$ cat config.mk
export PLATFORM = sky130hd
export DESIGN_NAME = wdt_reset_ctrl
export DESIGN_NICKNAME = d
export VERILOG_FILES = /design/src/hdl/reset_in_pin_filter.v /design/src/hdl/wdt_reset_ctrl.v
export VERILOG_INCLUDE_DIRS = /design/src /design/src/inc
export SDC_FILE = /design/constraint.sdc
export NUM_CORES = 1
export LEC_CHECK = 0
export BUFFER_PORTS_ARGS = -buffer_cell sky130_fd_sc_hd__buf_2
export CORE_UTILIZATION = 40
export DETAILED_ROUTE_END_ITERATION = 7
export PLACE_DENSITY = 0.66
export SLEW_MARGIN = 10
export SYNTH_ARGS = -nofsm -noshare
export SYNTH_HDL_FRONTEND = slang
export SYNTH_HIERARCHICAL = 1
export SYNTH_SLANG_ARGS = --single-unit
$ cat constraint.sdc
create_clock -name clk -period 6.4 [get_ports clk]
set_input_delay 0.32 -clock clk [delete_from_list [all_inputs] [get_ports clk]]
set_output_delay 0.32 -clock clk [all_outputs]
set_load 0.02 [all_outputs]
$ cat src/inc/wdt_regs.vh
// Register offsets, field positions, reset values and timing counts
// for the watchdog and reset-source block. Definitions only.
`ifndef WDT_REGS_VH
`define WDT_REGS_VH

// Byte offsets on the plain register port
`define WDT_CTRL_OFS 8'h00
`define WDT_RELOAD_OFS 8'h04
`define WDT_COUNT_OFS 8'h08
`define WDT_CMD_OFS 8'h0C

// Control register fields
`define CTRL_PRESCALE_BIT 0
`define CTRL_WDT_FLAG_BIT 1
`define CTRL_SW_FLAG_BIT 2
`define CTRL_SHORT_FLAG_BIT 3
`define CTRL_LONG_FLAG_BIT 4
`define CTRL_PON_FLAG_BIT 5
`define CTRL_BIDIR_BIT 6
`define CTRL_ENABLE_BIT 7
`define CTRL_INIT_DONE_BIT 8

// Command register fields (write-only pulses)
`define CMD_SERVICE_BIT 0
`define CMD_DISABLE_BIT 1
`define CMD_END_OF_INIT_INSTR_BIT 2
`define CMD_SWRST_BIT 3

// Reset values
`define RELOAD_RST 8'h00
`define COUNT_RST 16'h0000

// Timing: clock period and pin accept time in ns, hold and long times in half clock periods
`define CLK_PERIOD_NS 10
`define CLK_HALF_NS 5
`define RESET_IN_PIN_ACCEPT_NS 500
`define HOLD_TCL 12
`define LONG_TCL 1044
// Least times round up to whole cycles
`define RESET_IN_PIN_FILT_CYC ((`RESET_IN_PIN_ACCEPT_NS + `CLK_PERIOD_NS - 1) / `CLK_PERIOD_NS)
`define HOLD_CYC ((`HOLD_TCL * `CLK_HALF_NS + `CLK_PERIOD_NS - 1) / `CLK_PERIOD_NS)
`define LONG_CYC ((`LONG_TCL * `CLK_HALF_NS + `RESET_IN_PIN_ACCEPT_NS + `CLK_PERIOD_NS - 1) / `CLK_PERIOD_NS)

`endif

$ cat src/hdl/reset_in_pin_filter.v
// Synchroniser and digital spike filter for the active-low reset input pin.
// Assumes the pin is asynchronous to clk; output level is glitch-free.
`default_nettype none
`include "wdt_regs.vh"

module reset_in_pin_filter (
	input wire clk,
	input wire rst,
	input wire pin_n,
	output reg level_q
);

	reg sync1_q; // First stage, read only by second stage
	reg sync2_q; // Second stage, safe to use
	reg [7:0] stable_q; // Cycles the synced level has differed from output

	// Two-flop synchroniser
	always @(posedge clk or posedge rst) begin
		if (rst) begin
			sync1_q <= 1'b1;
			sync2_q <= 1'b1;
		end else begin
			sync1_q <= pin_n;
			sync2_q <= sync1_q;
		end
	end

	// Level changes only after it has held for the accept time
	always @(posedge clk or posedge rst) begin
		if (rst) begin
			stable_q <= 8'h00;
			level_q <= 1'b1;
		end else if (sync2_q == level_q) begin
			stable_q <= 8'h00; // Spike ended early: discard it
		end else if (stable_q == (`RESET_IN_PIN_FILT_CYC - 1)) begin
			stable_q <= 8'h00;
			level_q <= sync2_q;
		end else begin
			stable_q <= stable_q + 8'h01;
		end
	end

endmodule
`default_nettype wire

$ cat src/hdl/wdt_reset_ctrl.v
// Watchdog counter with prescaler, reload and reset-source classification.
// Assumes a plain register port on clk; reset pins come from the board.
// Functional notes
// - Watchdog enabled after reset; disable only pre-init
// - Overflow causes internal reset, reset_out low
// - 16-bit counter, clock divided by 2/128
// - Service loads reload value into high byte
// - Period equals (256-reload)*256*prescale cycles
// - Reset source kept as separate flags
// - End-of-init clears all reset-source flags
// - Software reset instruction resets, sets flag
// - Mode high, very long pulse: long flag
// - Mode high, shorter accepted pulse: short flag
// - Filter rejects spikes, accepts long pulses
// - Mode pin gates bidirectional drive on SW/WDT
// - Mode low, pin low: immediate reset
// - Mode high, pin low: synchronous reset
// - Bidirectional enable cleared by every reset
`default_nettype none
`include "wdt_regs.vh"

module wdt_reset_ctrl (
	input wire clk,
	input wire rst,
	input wire [7:0] addr,
	input wire [31:0] wdata,
	input wire wr,
	input wire rd,
	output reg [31:0] rdata,
	input wire reset_in_pin_n,
	output reg reset_in_out,
	output reg reset_in_oe_n,
	input wire reset_mode_pin,
	output reg reset_out_pin_n,
	output reg sys_rst_q
);

	// One-hot states
	localparam [2:0] ST_RUN = 3'b001; // Normal operation
	localparam [2:0] ST_HWLOW = 3'b010; // Synchronous pin reset in progress
	localparam [2:0] ST_HOLD = 3'b100; // Internal reset stretch

	// Source codes for a starting reset
	localparam [1:0] SRC_WDT = 2'd0;
	localparam [1:0] SRC_SW = 2'd1;
	localparam [1:0] SRC_ASYNC = 2'd2;
	localparam [3:0] HOLD_INIT = `HOLD_CYC; // Reset stretch, sized to the hold counter

	reg [2:0] state_q; // Sequencer state
	reg [15:0] count_q; // Watchdog counter
	reg [6:0] pre_q; // Prescaler
	reg [7:0] reload_q; // Reload value
	reg prescale_q; // 0 = divide by 2, 1 = divide by 128
	reg enable_q; // Watchdog running
	reg init_done_q; // End-of-init executed
	reg bidir_q; // Bidirectional reset enable
	reg wdt_flag_q; // Last reset was watchdog
	reg sw_flag_q; // Last reset was software
	reg short_flag_q; // Last reset was short pin reset
	reg long_flag_q; // Last reset was long pin reset
	reg pon_flag_q; // Last reset was power-on or asynchronous
	reg [10:0] low_cnt_q; // Length of synchronous pin low
	reg [3:0] hold_q; // Hold counter
	reg drive_q; // Driving the reset input pin
	reg mode1_q; // Mode pin synchroniser, first stage
	reg mode2_q; // Mode pin synchroniser, second stage
	wire pin_level; // Filtered reset pin, low active

	// Prescaler tick and overflow
	wire tick; // Counting enable pulse
	wire overflow; // Counter wraps on this tick
	wire wr_cmd; // Command register write
	wire svc; // Service strobe
	wire end_of_init_instr; // End-of-init strobe
	wire swrst; // Software reset strobe

	// Address match, used for both read and write decode
	function hit;
		input [7:0] a;
		input [7:0] ofs;
		begin
			hit = (a == ofs);
		end
	endfunction

	reset_in_pin_filter u_filter (
		.clk(clk),
		.rst(rst),
		.pin_n(reset_in_pin_n),
		.level_q(pin_level)
	);

	// Mode pin comes from the board: two flops before use
	always @(posedge clk or posedge rst) begin
		if (rst) begin
			mode1_q <= 1'b0;
			mode2_q <= 1'b0;
		end else begin
			mode1_q <= reset_mode_pin;
			mode2_q <= mode1_q;
		end
	end

	assign tick = enable_q && (state_q == ST_RUN) &&
		(prescale_q ? (pre_q == 7'h7F) : pre_q[0]);
	assign overflow = tick && (count_q == 16'hFFFF);
	assign wr_cmd = wr && hit(addr, `WDT_CMD_OFS);
	assign svc = wr_cmd && wdata[`CMD_SERVICE_BIT];
	assign end_of_init_instr = wr_cmd && wdata[`CMD_END_OF_INIT_INSTR_BIT];
	assign swrst = wr_cmd && wdata[`CMD_SWRST_BIT];

	// Prescaler and watchdog counter
	always @(posedge clk or posedge rst) begin
		if (rst) begin
			pre_q <= 7'h00;
			count_q <= `COUNT_RST;
		end else if (state_q != ST_RUN) begin
			pre_q <= 7'h00; // Held cleared through any reset
			count_q <= `COUNT_RST;
		end else if (svc) begin
			pre_q <= 7'h00; // Restart so the period is exact
			count_q <= {reload_q, 8'h00};
		end else begin
			pre_q <= pre_q + 7'h01;
			if (tick) begin
				count_q <= count_q + 16'h0001;
			end
		end
	end

	// Software-written configuration
	always @(posedge clk or posedge rst) begin
		if (rst) begin
			reload_q <= `RELOAD_RST;
			prescale_q <= 1'b0;
			bidir_q <= 1'b0;
			enable_q <= 1'b1;
			init_done_q <= 1'b0;
		end else if (state_q != ST_RUN) begin
			// Reset sequence restores defaults but keeps reload
			prescale_q <= 1'b0;
			bidir_q <= 1'b0;
			enable_q <= 1'b1;
			init_done_q <= 1'b0;
		end else begin
			if (wr && hit(addr, `WDT_RELOAD_OFS)) begin
				reload_q <= wdata[7:0];
			end
			if (wr && hit(addr, `WDT_CTRL_OFS)) begin
				prescale_q <= wdata[`CTRL_PRESCALE_BIT];
				bidir_q <= wdata[`CTRL_BIDIR_BIT];
			end
			// Disable allowed only before end of init
			if (wr_cmd && wdata[`CMD_DISABLE_BIT] && !init_done_q) begin
				enable_q <= 1'b0;
			end
			if (end_of_init_instr) begin
				init_done_q <= 1'b1;
			end
		end
	end

	// Reset sequencer and source flags
	always @(posedge clk or posedge rst) begin
		if (rst) begin
			state_q <= ST_HOLD;
			hold_q <= HOLD_INIT;
			low_cnt_q <= 11'h000;
			drive_q <= 1'b0;
			wdt_flag_q <= 1'b0;
			sw_flag_q <= 1'b0;
			short_flag_q <= 1'b0;
			long_flag_q <= 1'b0;
			pon_flag_q <= 1'b1;
		end else begin
			case (state_q)
				ST_RUN: begin
					// Flags clear at end of init; a reset below wins
					if (end_of_init_instr) begin
						wdt_flag_q <= 1'b0;
						sw_flag_q <= 1'b0;
						short_flag_q <= 1'b0;
						long_flag_q <= 1'b0;
						pon_flag_q <= 1'b0;
					end
					if (!pin_level && !mode2_q) begin
						// Asynchronous pin reset, straight after filter
						start_reset(SRC_ASYNC);
					end else if (!pin_level) begin
						// Synchronous: filter already gave the 4 CLOCK_HALF_PERIOD minimum
						state_q <= ST_HWLOW;
						low_cnt_q <= 11'h000;
					end else if (overflow) begin
						start_reset(SRC_WDT);
					end else if (swrst) begin
						start_reset(SRC_SW);
					end
				end
				ST_HWLOW: begin
					if (!mode2_q) begin
						start_reset(SRC_ASYNC);
					end else if (pin_level) begin
						// Filter delays both edges alike, so the low run is the pulse length
						wdt_flag_q <= 1'b0;
						sw_flag_q <= 1'b0;
						pon_flag_q <= 1'b0;
						if (low_cnt_q >= `LONG_CYC) begin
							long_flag_q <= 1'b1;
							short_flag_q <= 1'b0;
						end else begin
							short_flag_q <= 1'b1;
							long_flag_q <= 1'b0;
						end
						state_q <= ST_HOLD;
						hold_q <= HOLD_INIT;
					end else if (low_cnt_q != 11'h7FF) begin
						low_cnt_q <= low_cnt_q + 11'h001;
					end
				end
				ST_HOLD: begin
					// Stretch, then wait for the pin to read high again
					if (hold_q != 4'h0) begin
						hold_q <= hold_q - 4'h1;
					end else if (drive_q) begin
						drive_q <= 1'b0; // Release our own pull first
					end else if (pin_level) begin
						state_q <= ST_RUN;
					end
				end
				default: begin
					state_q <= ST_HOLD;
					hold_q <= HOLD_INIT;
				end
			endcase
		end
	end

	// Begin a reset of the given source
	task start_reset;
		input [1:0] src;
		begin
			state_q <= ST_HOLD;
			hold_q <= HOLD_INIT;
			wdt_flag_q <= (src == SRC_WDT);
			sw_flag_q <= (src == SRC_SW);
			pon_flag_q <= (src == SRC_ASYNC);
			short_flag_q <= 1'b0;
			long_flag_q <= 1'b0;
			// Mode pin matters only with bidirectional reset enabled
			drive_q <= (src != SRC_ASYNC) && bidir_q && mode2_q;
		end
	endtask

	// Reset outputs, all registered
	always @(posedge clk or posedge rst) begin
		if (rst) begin
			sys_rst_q <= 1'b1;
			reset_out_pin_n <= 1'b0;
			reset_in_oe_n <= 1'b1;
			reset_in_out <= 1'b0;
		end else begin
			sys_rst_q <= (state_q != ST_RUN) || overflow || swrst;
			reset_out_pin_n <= (state_q == ST_RUN) && !overflow && !swrst;
			reset_in_oe_n <= !drive_q;
			reset_in_out <= 1'b0; // Pin is only ever pulled low
		end
	end

	// Read data stands one cycle after the strobe, zero otherwise
	always @(posedge clk or posedge rst) begin
		if (rst) begin
			rdata <= 32'h00000000;
		end else begin
			rdata <= 32'h00000000;
			if (rd) begin
				if (hit(addr, `WDT_CTRL_OFS)) begin
					rdata[`CTRL_PRESCALE_BIT] <= prescale_q;
					rdata[`CTRL_WDT_FLAG_BIT] <= wdt_flag_q;
					rdata[`CTRL_SW_FLAG_BIT] <= sw_flag_q;
					rdata[`CTRL_SHORT_FLAG_BIT] <= short_flag_q;
					rdata[`CTRL_LONG_FLAG_BIT] <= long_flag_q;
					rdata[`CTRL_PON_FLAG_BIT] <= pon_flag_q;
					rdata[`CTRL_BIDIR_BIT] <= bidir_q;
					rdata[`CTRL_ENABLE_BIT] <= enable_q;
					rdata[`CTRL_INIT_DONE_BIT] <= init_done_q;
				end else if (hit(addr, `WDT_RELOAD_OFS)) begin
					rdata[7:0] <= reload_q;
				end else if (hit(addr, `WDT_COUNT_OFS)) begin
					rdata[15:0] <= count_q;
				end
				// Unmapped and command offsets read as zero
			end
		end
	end

endmodule
`default_nettype wire

Yosys cells after proc, flatten, opt, wreduce, memory -nomap -nowiden --
Cells that the tools add are included.
Storage, ports and cells: register bits after elaboration 91, input bits 46, output and inout port bits 36, word-level logic and storage cells 190
Operators by class: $add $sub $neg 5, magnitude comparators 1, eq/ne operators 26, multiplexer cells 92, bitwise logic cells 2, reduce and logical (&&, ||, !) cells 38
Operators with widths (count):
- 2-to-1 mux 16 bit | 5
- 2-to-1 mux 11 bit | 5
- 2-to-1 mux 1 bit | 49
- 2-to-1 mux 8 bit | 4
- 2-to-1 mux 4 bit | 7
- 2-to-1 mux 3 bit | 9
- one-hot mux 11 bit (2 select lines) | 1
- 2-to-1 mux 7 bit | 3
- inequality test 2 bit (second input constant) | 9
- adder 16 x 1 -> 16 bit (second input constant) | 1
- equality test 16 bit (second input constant) | 1
- equality test 8 x 4 -> 1 bit (second input constant) | 2
- logical AND 1 bit | 15
- one-hot mux 4 bit (3 select lines) | 1
- adder 11 x 1 -> 11 bit (second input constant) | 1
- >= comparator 11 x 10 -> 1 bit (second input constant) | 1
- inequality test 11 bit (second input constant) | 1
- one-hot mux 1 bit (2 select lines) | 5
- AND reduction 5 bit | 2
- 2-to-1 mux 9 bit | 1
- one-hot mux 3 bit (3 select lines) | 1
- adder 8 x 1 -> 8 bit (second input constant) | 1
- equality test 8 x 3 -> 1 bit (second input constant) | 1
- equality test 8 x 6 -> 1 bit (second input constant) | 1
- 23 further kinds | 37

Logic depth before layout (Yosys ltp) --
Gate-level depths: netlist of run 1.
word-level depth 9, depth in mapped cells 8

Cells and area by module --
Netlist of run 1, hierarchy kept.
Modules (own cells, without submodules):
- wdt_reset_ctrl | times used 1, cells each 404, area each 3998.8 µm², sequential area each 2010.7 µm²
- reset_in_pin_filter | times used 1, cells each 44, area each 523.0 µm², sequential area each 279.0 µm²

Worst setup path before layout of run 1 --
Ideal clock, no wire load.
kind reg-to-reg, from register pre_q[0], to register short_flag_q, data arrival time 2.068 ns, data required time 6.282 ns, slack 4.214 ns, stages on the path, launching flop included 8, buffers on the path 0, clock period less this slack 2.186 ns, path through dfrtp_1 ha_1 and4_1 a41oi_1 or4_4 nor3_2 o21ai_0 a21o_1
On the way: word-level cells in the longest chain between the ends 8
RTL lines:
- start: declaration | line wdt_reset_ctrl.v:51 | reg [6:0] pre_q;
- start signal: assignment | line wdt_reset_ctrl.v:124 | pre_q <= pre_q + 7'h01;
- equality test 7 bit | line wdt_reset_ctrl.v:105 | (prescale_q ? (pre_q == 7'h7F) : pre_q[0]);
- 2-to-1 mux 1 bit * | line wdt_reset_ctrl.v:105
- logical AND 1 bit * | line wdt_reset_ctrl.v:104 | assign tick = enable_q && (state_q == ST_RUN) &&
- logical AND 1 bit * | line wdt_reset_ctrl.v:106 | assign overflow = tick && (count_q == 16'hFFFF);
- 2-to-1 mux 1 bit * | line wdt_reset_ctrl.v:193 | end else if (overflow) begin
- 2-to-1 mux 1 bit * | line wdt_reset_ctrl.v:189 | end else if (!pin_level) begin
- 2-to-1 mux 1 bit * | line wdt_reset_ctrl.v:186 | if (!pin_level && !mode2_q) begin
- one-hot mux 1 bit (2 select lines) * | line wdt_reset_ctrl.v:176 | case (state_q)
- end signal: assignment | line wdt_reset_ctrl.v:172 | short_flag_q <= 1'b0;
- end signal: assignment | line wdt_reset_ctrl.v:182 | short_flag_q <= 1'b0;
- end signal: assignment | line wdt_reset_ctrl.v:209 | short_flag_q <= 1'b0;
- end: declaration | line wdt_reset_ctrl.v:59 | reg short_flag_q;
Every way passes the cells marked *; elsewhere a longest branch is shown, timed or not. A chain may end at the register's enable or synchronous reset.

Worst setup path after layout of run 1 --
from register pre_q[0], to register hold_q[0]
On the way: word-level cells in the longest chain between the ends 8, elaborated cells between the ends (all ways) 10, those cells by class eq/ne: 2; mux: 5; reduce/logical: 3
RTL lines:
- equality test 7 bit | line wdt_reset_ctrl.v:105
- 2-to-1 mux 1 bit * | line wdt_reset_ctrl.v:105
- logical AND 1 bit * | line wdt_reset_ctrl.v:104
- logical AND 1 bit * | line wdt_reset_ctrl.v:106
- 2-to-1 mux 4 bit | line wdt_reset_ctrl.v:193
- 2-to-1 mux 4 bit | line wdt_reset_ctrl.v:189
- 2-to-1 mux 4 bit | line wdt_reset_ctrl.v:186
- one-hot mux 4 bit (3 select lines) | line wdt_reset_ctrl.v:176
- end signal: assignment | line wdt_reset_ctrl.v:223 | hold_q <= hold_q - 4'h1;
- end: declaration | line wdt_reset_ctrl.v:63 | reg [3:0] hold_q;
Every way passes the cells marked *; elsewhere a longest branch is shown, timed or not. The select of a mux whose other input is x is not followed.

==> results of run 1 <==
cell families after synthesis:
family | after synthesis | share of synthesized area (%)
AOI/OAI and AO/OA | 79 | 11.5
xor gates and xnor gates | 33 | 6.39
adders and majority gates | 7 | 1.94
buffers and inverters | 45 | 5.40
DFF | 91 | 50.6
muxes | 11 | 3.38
other | 1 | 0.0829
and+or+nand+nor | 181 | 20.6
synthesized netlist by cell type, drive strengths merged, types with 7 or more instances:
| cell | n |
|---|---|
| xnor2 | 14 |
| ha | 7 |
| dfstp | 10 |
| nand4 | 13 |
| inv | 18 |
| nand3 | 14 |
| or3 | 7 |
| xor2 | 19 |
| nand2 | 40 |
| mux2 | 10 |
| buf | 19 |
| a21oi | 22 |
| a2111oi | 8 |
| nor4 | 8 |
| dfrtp | 81 |
| clkbuf | 7 |
| and2 | 9 |
| o21ai | 21 |
| nor2 | 59 |
final timing paths:
path                                        end  depth (start not counted)  slack (ns)
setup / recovery                      hold_q[0]                          7        3.82
setup reg to reg                      hold_q[0]                          7        3.82
min in group asynchronous  u_filter/stable_q[1]                          3        0.52
max in group asynchronous              pre_q[5]                          4        4.90
hold reg to reg                         mode2_q                          0        0.35
hold / removal                 u_filter/sync1_q                          1        0.07
layout by cell type, fill, tap and decap left out, types with 3 or more instances in the layout:
cell type   n
a21oi_1    22
o21ai_0    21
clkinv_2    3
nor3_1      4
and3_1      5
a31oi_1     5
buf_2      40
nor2b_1     3
or4_4       3
ha_1        7
and2_1      9
a2111oi_0   8
or3_1       6
nor4_1      6
nand4_1    13
and4_1      4
xnor2_1    14
o22ai_1     3
dfrtp_1    81
dfstp_2    10
nand2_1    40
nand3_1    14
xor2_1     19
inv_1      17
nor2_1     59
clkbuf_16   9
conb_1     17
a211oi_1    3
mux2_4      8
repair_timing:
item / 4_1_cts / 5_1_grt
hold buffers: 1 / 0
endpoints found under the hold margin: 8 / 0
endpoints found under the setup margin: 0 / 0
per-layer routing:
metal / track usage, % / up-vias / share of wire, %
li1: - / 1631 / -
met1: 21.0 / 1676 / 43
met2: 28.3 / 103 / 49
met3: 3.74 / 18 / 5.7
met4: 6.56 / 0 / 2.3
met5: 0 / - / 0
registers in the layout (all words and copies together) (netlist names), 3 cells and up:
signal	count
rdata	16
reload_q	8
state_q	3
count_q	16
pre_q	7
u_filter/stable_q	8
hold_q	4
low_cnt_q	11
power breakdown:
part / total, mW / internal, mW / switching [mW] / leakage (nW)
registers: 0.591 / 0.585 / 0.00599 / 1.23
clock network: 0.541 / 0.323 / 0.218 / 0.153
logic: 0.0760 / 0.0250 / 0.0510 / 0.902
total: 1.21 / 0.933 / 0.275 / 2.28
metrics by stage:
stage	setup WS (ns)	total power, mW
2_1_floorplan	4.04	0.663
3_3_place_gp	3.87	0.675
3_5_place_dp	3.84	0.677
4_1_cts	3.84	1.22
5_1_grt	3.65	1.25
6_report	3.82	1.21
worst max-delay path: stages (launching register included):
cell	delay [ns]
dfrtp_1	0.41
ha_1	0.24
and4_1	0.22
a41oi_1	0.49
nor4_1	0.22
a211oi_1	0.57
nor2_1	0.15
a31oi_1	0.19
cell type report:
cell class	instances	share of cell area, %
inverter	19	1.42
clock inverter	4	0.954
tap	140	3.42
sequential	91	44.8
clock buffer	12	5.01
multi-input combinational	328	40.0
timing repair buffer	43	4.40
==> reports/results.txt, run 1 <==
Status = complete, no violations
YS warnings = 6
HPWL Detailed = 6.55 mm
Initial antenna violation count = 0
TritonCTS clock tree = yes
Placed Cells = 620
Lkg Pwr = 2.28 nW
FF/Latch Area = 0.00229 sq mm
CP required = 6.66 ns
Setup crit end kind = flip-flop
Max clock buf depth = 2
Cell Pwr Density = 236 mW/mm^2
Design area = 0.00512 sq mm
Diode count = 0
Seq/Total Area, Yosys = 50.6%
Worst flop-to-flop path startpoint = pre_q[0]
Final wirelength = 9.29 mm
Post-synth cell types = 59
H-Tree Depth = 3
Via count = 3428
Filler cells = 1045
Reg clk slew, reported paths = 0.07 ns
Die Area = 0.0117 sq mm
Root Driver = clkbuf_16
PostCTS Resize Cnt = 0
CORE AREA = 0.0109 sq mm
Critical Path Source = pre_q[0]
Vias/cell = 5.38
Register bit total from synthesis = 91
Final Hold Fails = 0
Hold WS = 0.0746 ns
DP Area = 0.00480 sq mm
Mapped cell area = 0.00452 sq mm
Post-CTS Setup Inserts = 0
Top Ports = 82
Non-filler cells in the finished layout = 637
Hold crit path type = input port to flip-flop
Final period utilization = 40.3%
Finish-stage setup viols = 0
Vias in the first global route = 3250
Number of antenna-violating nets in the routed design = 0
Clock Latency Late Sink = 0.34 ns
Remaining Overflow, GRT = 0
Max-slew headroom = 32.1%
GPL Wtd Cong = 0.847
Port-buffer cells = 40
Crit path launch type = flip-flop
Largest net degree at the start of global routing = 81
Syn_area_per_cell = 10.1 sq um
WL/cell = 14.6 microns
Post-route DRC = 0
Initial Utilization = 41.4%
Layout cells sized above 1 = 18.1%
Die W = 108 microns
Global-route wire length before repair = 15.2 mm
GRT Resource Usage Total = 16.8%
Max VDD drop = 0.181 mV
Drt initial violations = 156
Synth Flop Type = dfrtp_1
Async set-reset flop share out of synthesis = 100%
Post-route setup TNS = 0 ns
F_max = 388 MHz
CTS sink cnt = 91
Multi-input logic area = 0.00205 sq mm
CP max FO = 6
Worst-Margin Slew = 1.02 ns
Die Y = 108 microns
TritonCTS buffer count = 9
Hold Startpoint = reset_in_pin_n
Fin crit period = 2.58 ns
Post-synth top area cell = dfrtp_1
Slew Limit Fails = 0
Pre-Repair DR Iteration Count = 4
Nets = 545
Post-Syn Instances = 448
Clk_skew = 0.00906 ns
Worst setup path category = flip-flop to flip-flop
EDFF count, synth = 0
Top cell type's share of synthesized area = 44.8%
Site row count = 38
Synth area leaders = dfrtp_1 45%, dfstp_2 5.8%, nor2_1 4.9%
RSZ-0062 raised after global routing = no
Max cap viols = 0
WP data arrival = 2.84 ns
Util after Layout = 46.8%
P&R area growth vs syn = 13.1%
No activity file was read; power rests on OpenSTA's default activity.
==> inputs of run 2 (changes only) <==
==> constraint.sdc (replaced) <==
create_clock -name clk -period 2.5 [get_ports clk]
set_input_delay 0.125 -clock clk [delete_from_list [all_inputs] [get_ports clk]]
set_output_delay 0.125 -clock clk [all_outputs]
set_load 0.02 [all_outputs]
==> run 2 against run 1 <==
Net effect: sequential power grew to 2.6 times the previous value; flip-flop and latch count is the same; routed wire length grew 2.6%; critical endpoint is now short_flag_q; critical path depth is the same; critical path type unchanged; via count grew 0.55%.
==> reports/results.txt, run 2 (same netlist as run 1, synthesis figures left out) <==
Layout cells sized above 1 = 19.8% (+1.7 points)
GPL Wtd Cong = 0.825 (-2.6%)
Regs by FF count = count_q: 16 flops, rdata: 16 flops, low_cnt_q: 11 flops
CTS sink cnt = 91 (unchanged)
Final wirelength = 9.53 mm (+2.6%)
Commonest non-fill, non-tap cell in the layout = dfrtp_1
Nets = 557 (+2.2%)
Post-route DRC = 0 (unchanged)
Hold Startpoint = wdata[5]
Die Y = 108 microns (unchanged)
Non-filler cells in the finished layout = 649 (+1.9%)
HPWL Detailed = 6.97 mm (+6.5%)
Min-Delay Endpoint = reload_q[5]
Max clock buf depth = 2 (unchanged)
Top Ports = 82 (unchanged)
Diode count = 0 (unchanged)
Fin crit period = 2.31 ns (-0.273 ns)
Number of antenna-violating nets in the routed design = 0 (unchanged)
F_max = 434 MHz (+12%)
Vias/cell = 5.31 (-1.3%)
Die Area = 0.0117 sq mm (unchanged)
Root Driver = clkbuf_16
CP required = 2.74 ns (-3.92 ns)
Initial antenna violation count = 0 (unchanged)
Worst flop-to-flop path startpoint = pre_q[0]
Global-route wire length before repair = 15.7 mm (+3.7%)
TritonCTS buffer count = 9 (unchanged)
P&R area growth vs syn = 15.1%
R2r endpoint = short_flag_q
Setup crit end kind = flip-flop
RSZ-0062 raised after global routing = no
Crit path cell chain = ha_1 > and4_1 > a41oi_1 > or4_4 > nor3_2 > o21ai_0 > a21o_1
Post-CTS Setup Inserts = 0 (unchanged)
Worst setup path category = flip-flop to flip-flop
Post-route setup TNS = 0 ns (unchanged)
Worst reg2reg setup slack = 0.19 ns (-3.63 ns)
Site row count = 38 (unchanged)
Port-buffer cells = 40 (unchanged)
Worst r2r path cells = 7 (unchanged)
Max cap viols = 0 (unchanged)
Status = complete, no violations
Placed Cells = 629 (+1.5%)
WP data arrival = 2.54 ns (-0.30 ns)
Slew Limit Fails = 0 (unchanged)
Largest net degree at the start of global routing = 59 (-27%)
Max-slew headroom = 33.1% (+0.98 points)
Max VDD drop = 0.466 mV (+160%)
CORE AREA = 0.0109 sq mm (unchanged)
Commonest cells after routing, fill and taps aside = 81 x dfrtp_1, 59 x nor2_1, 40 x nand2_1, 40 x buf_2, 22 x a21oi_1
Initial Utilization = 41.4% (unchanged)
Worst-Margin Slew = 1.00 ns (-0.0158 ns)
Drt initial violations = 221 (+42%)
Fin worst setup slack = 0.194 ns (-3.63 ns)
Final Hold Fails = 0 (unchanged)
H-Tree Depth = 3 (unchanged)
Final period utilization = 92.2% (+52 points)
Die W = 108 microns (unchanged)
WHS Path Cells = 2 (+1)
TritonCTS clock tree = yes
Clock Latency Late Sink = 0.35 ns (about the same)
Lkg Pwr = 2.33 nW (+2.2%)
WL/cell = 14.7 microns (+0.66%)
Util after Layout = 47.6% (+0.80 points)
Crit path launch type = flip-flop
Hold WS = 0.0207 ns (-0.0538 ns)
Finish-stage setup viols = 0 (unchanged)
Reg clk slew, reported paths = 0.06 ns (about the same)
Remaining Overflow, GRT = 0 (unchanged)
Pre-Repair DR Iteration Count = 5 (+1)
Dpl ws = 0.0636 ns (-3.78 ns)
Via count = 3447 (+0.55%)
CP max stage delay = 0.59 ns (+0.02 ns)
Cell Pwr Density = 578 mW/mm^2 (+140%)
Vias in the first global route = 3314 (+2.0%)
GRT Resource Usage Total = 17.5% (+0.71 points)
Hold crit path type = input port to flip-flop
CP max FO = 4 (-2)
Clk_skew = 0.00708 ns (-0.00198 ns)
Slowest cell on crit path = or4_4
-- run 2: layout make-up --
| cell class | count | area (sq um) |
|---|---|---|
| Multi-Input combinational cell | 328 | 2050 |
| Inverter | 19 | 72.6 |
| Sequential cell | 91 | 2290 |
| Timing Repair Buffer | 55 | 323 |
| Clock buffer | 11 | 253 |
| Clock inverter | 5 | 36.3 |
| Tap cell | 140 | 175 |
| Fill cell | 1039 | 5730 |
-- run 2: how the worst max path moves through the flow --
stage	slack (ns)	to	cells past startpoint	from
after floorplan	0.31	short_flag_q	7	pre_q[0]
after global placement	0.18	hold_q[0]	9	pre_q[0]
after detailed placement	0.06	hold_q[2]	8	pre_q[0]
after CTS	0.07	drive_q	9	pre_q[0]
after global routing	0.04	drive_q	9	pre_q[0]
final	0.19	short_flag_q	7	pre_q[0]
-- run 2: routing by layer --
layer | vias to the layer above | routed length [microns] | track usage [%]
li1 | 1655 | - | -
met1 | 1689 | 4140 | 21.8
met2 | 92 | 4770 | 29.6
met3 | 11 | 485 | 4.34
met4 | 0 | 130 | 5.98
met5 | - | 0 | 0
-- run 2: what timing repair did --
| action | in CTS | in global routing |
|---|---|---|
| gates resized for setup | 0 | 1 |
| setup endpoints to repair | 0 | 8 |
| endpoints found under the hold margin | 11 | 0 |
| hold buffers | 4 | 0 |
-- run 2: where the power goes --
| part | internal, mW | switching [mW] | leakage (nW) |
|---|---|---|---|
| sequential | 1.50 | 0.0156 | 1.23 |
| combinational | 0.0692 | 0.131 | 0.958 |
| clock | 0.731 | 0.564 | 0.146 |
-- run 2: through the flow --
step / power [mW] / cell area [sq um]
after floorplan: 1.70 / 4580
after global placement: 1.73 / 4870
after detailed placement: 1.74 / 4870
after CTS: 3.05 / 5200
after global routing: 3.13 / 5200
final: 3.01 / 5200
-- run 2: worst max-delay path: cells and delay by family (launching register included) --
kind / cells / cell delay [ns]
AO/OA/AOI/OAI: 3 / 0.53
adder cells (fa/ha/maj): 1 / 0.22
flip-flops: 1 / 0.38
AND/OR/NAND/NOR: 3 / 1.06
